[config.mk]
export PLATFORM = sky130hd
export DESIGN_NAME = wwdg_top
export DESIGN_NICKNAME = d
export VERILOG_FILES = /design/src/logic/wwdg_top.v
export VERILOG_INCLUDE_DIRS = /design/src /design/src/logic
export SDC_FILE = /design/constraint.sdc
export NUM_CORES = 1
export LEC_CHECK = 0
export BUFFER_PORTS_ARGS = -buffer_cell sky130_fd_sc_hd__buf_2
export CAP_MARGIN = 0
export CORE_MARGIN = 4
export CORE_UTILIZATION = 45
export CTS_BUF_LIST = sky130_fd_sc_hd__clkbuf_16
export DETAILED_ROUTE_END_ITERATION = 8
export PLACE_DENSITY = 0.78
export RECOVER_POWER = 50
export SLEW_MARGIN = 10
export SYNTH_ARGS = -nofsm -noshare
export SYNTH_HDL_FRONTEND = slang
export SYNTH_SLANG_ARGS = --single-unit
[constraint.sdc]
create_clock -name mclk -period 3.94 [get_ports mclk]
set_input_delay 0.788 -clock mclk [delete_from_list [all_inputs] [get_ports mclk]]
set_output_delay 0.788 -clock mclk [all_outputs]
set_load 0.05 [all_outputs]
[src/logic/wwdg_defines.vh]
// offsets, field positions, reset values and timing counts of the window watchdog
`ifndef WWDG_DEFINES_VH
`define WWDG_DEFINES_VH
`define WWDG_OFF_CONTROL 12'h000
`define WWDG_OFF_CONFIG 12'h004
`define WWDG_OFF_STATUS 12'h008
`define WWDG_OFF_IRQ_ENABLE 12'h00C
`define WWDG_OFF_IRQ_CLEAR 12'h010
`define WWDG_CTL_ACTIVATE 7
`define WWDG_CFG_DIV_LO 7
`define WWDG_CFG_DIV_HI 8
`define WWDG_CFG_EWIE 9
`define WWDG_RST_COUNTER 7'h7F
`define WWDG_RST_WINDOW 7'h7F
`define WWDG_WARN_VALUE 7'h40
`define WWDG_BASE_DIV 4096
`define WWDG_RESET_PULSE 4'h8
`endif

[src/logic/wwdg_top.v]
// window watchdog with apb register access, early warning flag and interrupt
//
// Decided for this implementation: the APB slave port.
`timescale 1ns/1ps
`include "wwdg_defines.vh"

// Contract
// - down counter is 7 bits in control[6:0], reset value 0x7F
// - watchdog reset fires when counter decrements from 0x40 to 0x3F
// - activate bit 7 set by software write, cleared only by reset
// - no watchdog reset while activate bit is zero
// - config[6:0] holds window value, reset 0x7F, compared with counter
// - tick is clock/4096 then /1,/2,/4,/8 by config[8:7]
// - early warning irq enable bit 9 raises irq at 0x40, reset-only clear; irq also needs irq enable register bit 0, reset 1
// - early warning flag status bit 0 set at 0x40 regardless of enable
// - writing zero clears the flag, writing one leaves it unchanged
// - halfword and word accesses are accepted on all registers
module wwdg_top #(
   parameter BASE_DIV = `WWDG_BASE_DIV
)(
   input wire mclk,
   input wire srst,
   input wire psel,
   input wire penable,
   input wire pwrite,
   input wire [11:0] paddr,
   input wire [31:0] pwdata,
   input wire [3:0] pstrb,
   output reg [31:0] prdata,
   output reg pready,
   output reg pslverr,
   output reg wdog_reset,
   output reg irq
);

   reg [6:0] down_counter_value_q;
   reg watchdog_activate_q;
   reg [6:0] window_value_q;
   reg [1:0] tick_divider_select_q;
   reg early_warning_irq_enable_q;
   reg early_warning_flag_q;
   reg irq_en_q;
   reg [12:0] base_cnt_q;
   reg [2:0] div_cnt_q;
   reg [3:0] rst_cnt_q;
   reg access_q;
   wire wr;
   wire rd;
   wire low_lanes;
   wire base_tick;
   wire tick;
   wire warn_hit;
   wire underflow;
   wire ctl_wr;
   wire late_reload;
   // last prescaler count, cut to the counter's width on purpose
   localparam [31:0] BASE_LAST_W = BASE_DIV - 1;
   localparam [12:0] BASE_LAST = BASE_LAST_W[12:0];

   // decode of a byte address onto one of the five words
   function hit;
      input [11:0] addr;
      input [11:0] off;
      begin
         hit = (addr[11:2] == off[11:2]);
      end
   endfunction

   // a write lands only at the edge that completes the transfer
   assign wr = psel && penable && pwrite && pready;
   assign rd = psel && penable && !pwrite && !access_q;
   // all fields sit in the low halfword, so any strobe touching it counts
   assign low_lanes = pstrb[0] || pstrb[1];
   assign ctl_wr = wr && low_lanes && hit(paddr, `WWDG_OFF_CONTROL);

   // base divider of 4096 and the selectable extra divider
   assign base_tick = (base_cnt_q == BASE_LAST);
   assign tick = base_tick && ((div_cnt_q & ((3'b001 << tick_divider_select_q) - 3'b001)) == 3'b000);
   assign warn_hit = tick && (down_counter_value_q == `WWDG_WARN_VALUE + 7'h01);
   assign underflow = tick && (down_counter_value_q == `WWDG_WARN_VALUE);
   // reload while counter still above window is too early
   assign late_reload = ctl_wr && (down_counter_value_q > window_value_q);

   // prescaler chain
   always @(posedge mclk)
   begin
      if (srst)
      begin
         base_cnt_q <= 13'h0000;
         div_cnt_q <= 3'h0;
      end
      else if (base_tick)
      begin
         base_cnt_q <= 13'h0000;
         div_cnt_q <= div_cnt_q + 3'h1;
      end
      else
         base_cnt_q <= base_cnt_q + 13'h0001;
   end

   // counter, activate bit, window and config
   always @(posedge mclk)
   begin
      if (srst)
      begin
         down_counter_value_q <= `WWDG_RST_COUNTER;
         watchdog_activate_q <= 1'b0;
         window_value_q <= `WWDG_RST_WINDOW;
         tick_divider_select_q <= 2'b00;
         early_warning_irq_enable_q <= 1'b0;
      end
      else
      begin
         if (ctl_wr)
         begin
            down_counter_value_q <= pwdata[6:0];
            if (pwdata[`WWDG_CTL_ACTIVATE])
               watchdog_activate_q <= 1'b1;
         end
         else if (tick)
            down_counter_value_q <= down_counter_value_q - 7'h01;
         if (wr && low_lanes && hit(paddr, `WWDG_OFF_CONFIG))
         begin
            window_value_q <= pwdata[6:0];
            tick_divider_select_q <= pwdata[`WWDG_CFG_DIV_HI:`WWDG_CFG_DIV_LO];
            // set only; a zero write cannot clear it
            if (pwdata[`WWDG_CFG_EWIE])
               early_warning_irq_enable_q <= 1'b1;
         end
      end
   end

   // early warning flag: hardware set wins over a software clear
   always @(posedge mclk)
   begin
      if (srst)
         early_warning_flag_q <= 1'b0;
      else if (warn_hit)
         early_warning_flag_q <= 1'b1;
      else if (wr && pstrb[0] && hit(paddr, `WWDG_OFF_STATUS) && !pwdata[0])
         early_warning_flag_q <= 1'b0;
      else if (wr && pstrb[0] && hit(paddr, `WWDG_OFF_IRQ_CLEAR) && pwdata[0])
         early_warning_flag_q <= 1'b0;
   end

   // interrupt enable of the status layout; irq needs both enables
   always @(posedge mclk)
   begin
      if (srst)
      begin
         irq_en_q <= 1'b1;
         irq <= 1'b0;
      end
      else
      begin
         if (wr && pstrb[0] && hit(paddr, `WWDG_OFF_IRQ_ENABLE))
            irq_en_q <= pwdata[0];
         irq <= early_warning_flag_q && early_warning_irq_enable_q && irq_en_q;
      end
   end

   // reset pulse, held a few cycles so the system sees it
   always @(posedge mclk)
   begin
      if (srst)
      begin
         rst_cnt_q <= 4'h0;
         wdog_reset <= 1'b0;
      end
      else
      begin
         if (watchdog_activate_q && (underflow || late_reload))
            rst_cnt_q <= `WWDG_RESET_PULSE;
         else if (rst_cnt_q != 4'h0)
            rst_cnt_q <= rst_cnt_q - 4'h1;
         wdog_reset <= watchdog_activate_q && (underflow || late_reload || rst_cnt_q != 4'h0);
      end
   end

   // apb answer: one wait state, then a one-cycle ready; error on unmapped word
   always @(posedge mclk)
   begin
      if (srst)
      begin
         access_q <= 1'b0;
         pready <= 1'b0;
         pslverr <= 1'b0;
         prdata <= 32'h0000_0000;
      end
      else
      begin
         access_q <= psel && penable && !access_q;
         pready <= psel && penable && !access_q;
         pslverr <= 1'b0;
         if (psel && penable && !access_q)
         begin
            prdata <= 32'h0000_0000;
            if (!(hit(paddr, `WWDG_OFF_CONTROL) || hit(paddr, `WWDG_OFF_CONFIG) ||
               hit(paddr, `WWDG_OFF_STATUS) || hit(paddr, `WWDG_OFF_IRQ_ENABLE) ||
               hit(paddr, `WWDG_OFF_IRQ_CLEAR)))
               pslverr <= 1'b1;
            else if (rd && hit(paddr, `WWDG_OFF_CONTROL))
               prdata <= {24'h00_0000, watchdog_activate_q, down_counter_value_q};
            else if (rd && hit(paddr, `WWDG_OFF_CONFIG))
               prdata <= {22'h0_0000, early_warning_irq_enable_q, tick_divider_select_q, window_value_q};
            else if (rd && hit(paddr, `WWDG_OFF_STATUS))
               prdata <= {31'h000_0000, early_warning_flag_q};
            else if (rd && hit(paddr, `WWDG_OFF_IRQ_ENABLE))
               prdata <= {31'h000_0000, irq_en_q};
         end
      end
   end

endmodule

# --- After elaboration in Yosys (flattened, before gate mapping) ---
# Cells that the tools add are included.
word_totals:
  register_bits: 76
  latch_bits: 0
  ram_bits: 0
  rom_bits: 0
  input_bits: 53
  elab_cells: 93
  mem_count: 0
classes:
  n_addsub: 5
  mul: 0
  div_mod_pow: 0
  magnitude_cmp: 1
  eq_ne: 7
  shift: 1
  n_mux: 13
  bitwise: 2
  reduce_logical: 48
ops:
  columns: ["operator", "n"]
  rows:
  - ["10-bit 2-to-1 mux", 3]
  - ["1-bit logical AND", 27]
  - ["10-bit by 2-bit equality test with 1-bit output (second input constant)", 2]
  - ["7-bit equality test (second input constant)", 2]
  - ["7-bit 2-to-1 mux", 2]
  - ["13-bit by 1-bit adder with 13-bit output (second input constant)", 1]
  - ["13-bit by 12-bit equality test with 1-bit output (second input constant)", 1]
  - ["10-bit by 1-bit equality test with 1-bit output (second input constant)", 1]
  - ["10-bit by 3-bit equality test with 1-bit output (second input constant)", 1]
  - ["10-bit zero test", 1]
  - ["4-bit 2-to-1 mux", 2]
  - ["7-bit > comparator", 1]
  - ["1-bit logical OR", 7]
  - ["7-bit by 1-bit subtractor with 7-bit output (second input constant)", 1]
  - ["1-bit 2-to-1 mux", 6]
  - ["2-bit OR reduction", 3]
  - ["2-bit AND reduction", 2]
  - ["2-bit nonzero test", 2]
  - ["4-bit nonzero test", 1]
  - ["4-bit by 1-bit subtractor with 4-bit output (second input constant)", 1]
  - ["3-bit by 1-bit adder with 3-bit output (second input constant)", 1]
  - ["3-bit AND", 1]
  - ["1-bit zero test", 3]
  - ["3-bit zero test", 1]
  - ["other kinds (4)", 4]

# --- Longest topological paths before layout ---
logic_depth:
  word_depth: 9
  mapped_depth: 7
  ltp_nobuf: 7

# --- Worst setup path before layout ---
# No wires, ideal clock.
synth_path:
  path_kind: "input-to-reg"
  start: "input paddr[5]"
  end: "register window_value_q[0]"
  setup_ns: 0.130
  arrival_ns: 2.087
  path_slack_ns: 1.723
  cell_stages: 5
  n_path_buf: 0
  path_cell_list: "nor3_1 > nand2_1 > nor4b_4 > mux2i_1 > nand2_1"
synth_via:
  elab_chain_len: 2
synth_rtl:
  columns: ["element", "line", "text"]
  rows:
  - ["start: declaration", "wwdg_top.v:26", "input wire [11:0] paddr,"]
  - ["10-bit by 1-bit equality test with 1-bit output", "wwdg_top.v:65", "hit = (addr[11:2] == off[11:2]);"]
  - ["1-bit logical AND", "wwdg_top.v:122", "if (wr && low_lanes && hit(paddr, `WWDG_OFF_CONFIG))"]
  - ["end signal: assignment", "wwdg_top.v:108", "window_value_q <= `WWDG_RST_WINDOW;"]
  - ["end signal: assignment", "wwdg_top.v:124", "window_value_q <= pwdata[6:0];"]
  - ["end: declaration", "wwdg_top.v:38", "reg [6:0] window_value_q;"]
# No other way between the ends.
# A chain may end at the register's enable or synchronous reset.

# --- Final worst setup path ---
layout_path:
  start: "input paddr[5]"
  end: "register tick_divider_select_q[0]"
layout_via:
  elab_chain_len: 2
layout_rtl:
  columns: ["element", "line", "text"]
  rows:
  - ["10-bit by 1-bit equality test with 1-bit output", "wwdg_top.v:65", null]
  - ["1-bit logical AND", "wwdg_top.v:122", null]
  - ["end signal: assignment", "wwdg_top.v:125", "tick_divider_select_q <= pwdata[`WWDG_CFG_DIV_HI:`WWDG_CFG_DIV_LO];"]
  - ["end: declaration", "wwdg_top.v:39", "reg [1:0] tick_divider_select_q;"]
# No other way between the ends.

==> results.py <==
metrics = {
    "yosys": {
        "synth-xor-area-share_pct": 4.74,
        "synth-adder-area-share_pct": 6.31,
        "async_reset_ff_share_pct": 0,
        "synth_area_leaders": "dfxtp_1 39%, ha_1 6.3%, buf_4 6.0%, nor2_1 4.5%, a21oi_1 4.1%",
        "ys_ff_latch": 54,
        "postSynthCellCount": 317,
        "synth_top_area_cell": "dfxtp_1",
        "synth_cell_type_count": 52,
        "synth_area_per_cell_sq_um": 8.75,
        "synthMuxAreaShare_pct": 2.26,
        "synth-simple-area-share_pct": 23.2,
        "ys_seq_area_share_pct": 39.0,
        "synth_warnings": 0,
        "synth-main-ff-cell": "dfxtp_1",
        "synth_top_family_by_area": "simple AND/OR/NAND/NOR gates",
        "synth_area_sq_um": 2770,
        "yosysTopAreaCellShare_pct": 39.0,
        "synth_compound_area_share_pct": 15.0,
        "synth-edff-count": 0,
    },
    "timing": {
        "hold_viol": 0,
        "max_clock_freq_ghz": 0.387,
        "finClkSkew_ns": 0.00174,
        "holdWs_ns": 0.451,
        "setup_slack_ns": 1.35,
        "relSlewSlack_pct": 38.1,
        "setup-violations-final": 0,
        "period_share_pct": 65.7,
        "rsz0062_at_grt": "false",
        "worst_slew_pin_slew_ns": 0.925,
        "fin_crit_ns": 2.59,
        "tns_ns": 0,
        "slew_violations": 0,
    },
    "run_status": {
        "status": "completed",
    },
    "power_and_ir_drop": {
        "ir_worst_vdd_uv": 189,
        "clkPwrFrac_pct": 34.9,
        "sw_frac_of_total_pct": 28.1,
        "power_density_nw_per_um2": 392,
        "seqPwrFrac_pct": 48.5,
        "intPower_uw": 863,
        "leakage_uw": 0.00123,
        "p_comb_share_pct": 16.7,
        "p_sw_uw": 338,
    },
    "drt": {
        "route.detailed.wl_per_inst_um": 14.1,
        "vias": 2302,
        "vias_per_cell": 5.34,
        "remaining_drc_errors": 0,
        "drt_first_pass_iters": 4,
        "drt_first_iter_violations": 128,
        "antenna_left": 0,
        "wl_um": 6090,
    },
    "worst_setup_path": {
        "start_kind": "input pin",
        "worst_setup_path_end_kind": "flop",
        "cp_cell_sequence": "buf_2 > nor3_1 > nand2_1 > nor4b_4 > mux2i_1 > nor2_1",
        "reg2reg_to": "rst_cnt_q[1]",
        "critical_path_class": "in -> reg",
        "cp_slowest_cell": "nor4b_4",
        "cp_data_required_time_ns": 4.10,
        "max_stage_delay_ns": 0.87,
        "path_buf_inv": 1,
        "crit_fanout": 16,
        "r2r_cells": 7,
        "crit_family": "simple AND/OR/NAND/NOR gates",
        "critPathArrivalTime_ns": 2.74,
        "worst_r2r_startpoint": "base_cnt_q[0]",
        "rrSetupSlack_ns": 1.60,
    },
    "clocking": {
        "clkTransAtPathRegs_ns": 0.07,
        "cts_tree": "done",
        "cts_hold_buf": 0,
        "ctsResizeCount": 0,
        "clock_latency_ns": 0.29,
        "cts_sinks": 54,
        "post_cts_buffers": 0,
        "cts_root_buf": "clkbuf_16",
        "cts_buffer_depth": 2,
        "numCtsBuffers": 5,
        "h-tree-depth": 2,
    },
    "layout": {
        "mostFrequentLayoutCells": "54 x dfxtp_1, 33 x nor2_1, 30 x nand2_1",
        "drive_above_1_share_pct": 12.1,
        "antenna_cells": 0,
        "post-route-cell-area_sq_um": 3060,
        "nets": 422,
        "n_fill_cell": 568,
        "mostFrequentLayoutCell": "dfxtp_1",
        "syn_to_final_growth_pct": 10.5,
    },
    "placement": {
        "place.gp.congestion": 0.852,
        "port_buffers": 40,
        "place_area_sq_um": 2950,
        "dp_hpwl_um": 4470,
        "post-place-ws_ns": 1.06,
    },
    "die": {
        "pin_count": 89,
        "rows": 28,
        "initial_core_util_pct": 46.6,
        "dieArea_sq_um": 7480,
        "die_height_um": 86.5,
        "core_sq_um": 5960,
        "die_w_um": 86.5,
    },
    "grt": {
        "grt_pass1_vias": 2272,
        "overflow": 0,
        "grt_antenna_before_repair": 0,
        "grtUsageTotal_pct": 16.7,
        "grt_pass1_wl_um": 10100,
        "grt_start_max_net_pins": 30,
    },
    "run": {
        "drv_cap": 0,
    },
    "hold_path": {
        "min_path_cells": 2,
        "min_to": "prdata[2]",
        "hp-start": "prdata[2]",
        "hp-class": "reg -> reg",
    },
}
## registers in the layout, indices dropped and copies added (netlist names), 2 cells and up
signal,flops
window_value_q,7
base_cnt_q,13
rst_cnt_q,4
prdata,10
tick_divider_select_q,2
div_cnt_q,3
down_counter_value_q,7
## layout make-up
cell class | instances | area [sq um] | area share (%)
flip-flops and latches | 54 | 1080 | 35.3
clock inverters | 3 | 16.3 | 0.531
multi-input cells | 239 | 1510 | 49.3
repair buffers | 41 | 185 | 6.04
inverters | 14 | 52.6 | 1.71
clock buffers | 5 | 125 | 4.08
well taps | 75 | 93.8 | 3.06
## cell families (layout without fill, tap and decap cells)
logic type / Yosys count / count (layout)
other: 1 / 22
XOR/XNOR: 15 / 15
AND/OR/NAND/NOR: 120 / 120
flip-flops: 54 / 54
AO/OA/AOI/OAI: 63 / 63
buffers and inverters: 45 / 63
adder cells (fa/ha/maj): 14 / 14
multiplexers: 5 / 5
## power groups by stage
| stage | Clock (uW) | Combinational [uW] | Sequential, uW |
|---|---|---|---|
| after floorplan | 0 | 170 | 594 |
| after global placement | 0 | 189 | 593 |
| after detailed placement | 0 | 198 | 594 |
| after CTS | 427 | 200 | 582 |
| after global routing | 449 | 220 | 586 |
| final | 419 | 200 | 582 |
## how the worst max path moves through the flow
stage / slack [ns] / to / cells past startpoint / startpoint
floorplan: 1.72 / window_value_q[0] / 5 / paddr[5]
global placement: 1.13 / window_value_q[0] / 6 / paddr[5]
detailed placement: 1.06 / tick_divider_select_q[0] / 6 / paddr[5]
CTS: 1.36 / tick_divider_select_q[0] / 6 / paddr[5]
global route: 1.11 / tick_divider_select_q[0] / 6 / paddr[5]
finish: 1.35 / tick_divider_select_q[0] / 6 / paddr[5]
## layer usage
metal / part of all wire (%) / vias to the layer above / track usage [%] / routed length (um)
met4: 1.1 / 0 / 5.24 / 69
li1: - / 1156 / - / -
met3: 6.6 / 6 / 3.33 / 404
met2: 49 / 68 / 29.8 / 2980
met5: 0 / - / 0 / 0
met1: 43 / 1072 / 20.1 / 2630
## cells in the mapped netlist, types with 2 or more instances
| master | instances |
|---|---|
| a21o_1 | 2 |
| a21oi_1 | 23 |
| a22oi_1 | 9 |
| and3_1 | 4 |
| and4_1 | 2 |
| buf_2 | 2 |
| buf_4 | 22 |
| clkbuf_1 | 6 |
| dfxtp_1 | 54 |
| ha_1 | 14 |
| inv_1 | 13 |
| mux2i_1 | 4 |
| nand2_1 | 30 |
| nand3_1 | 12 |
| nand3b_1 | 2 |
| nand4_1 | 8 |
| nor2_1 | 33 |
| nor2b_1 | 3 |
| nor3_1 | 9 |
| nor4_1 | 3 |
| nor4_4 | 2 |
| o211ai_1 | 8 |
| o21ai_0 | 6 |
| o22ai_1 | 3 |
| or2_2 | 3 |
| xnor2_1 | 6 |
| xor2_1 | 9 |
## worst min-delay path: stages (launching register included)
cell and delay, ns:
dfxtp_1 0.31, nand2_1 0.05, a21oi_1 0.05
## per-stage QoR
stage               std cells  util [%]  power [uW]
floorplan                 338         -         763
detailed placement        423      49.5         792
global route              431      51.4        1250
finish                    431      51.4        1200
CTS                       431      51.8        1210
global placement          423      49.5         782
Power figures use the tool's default switching activity.
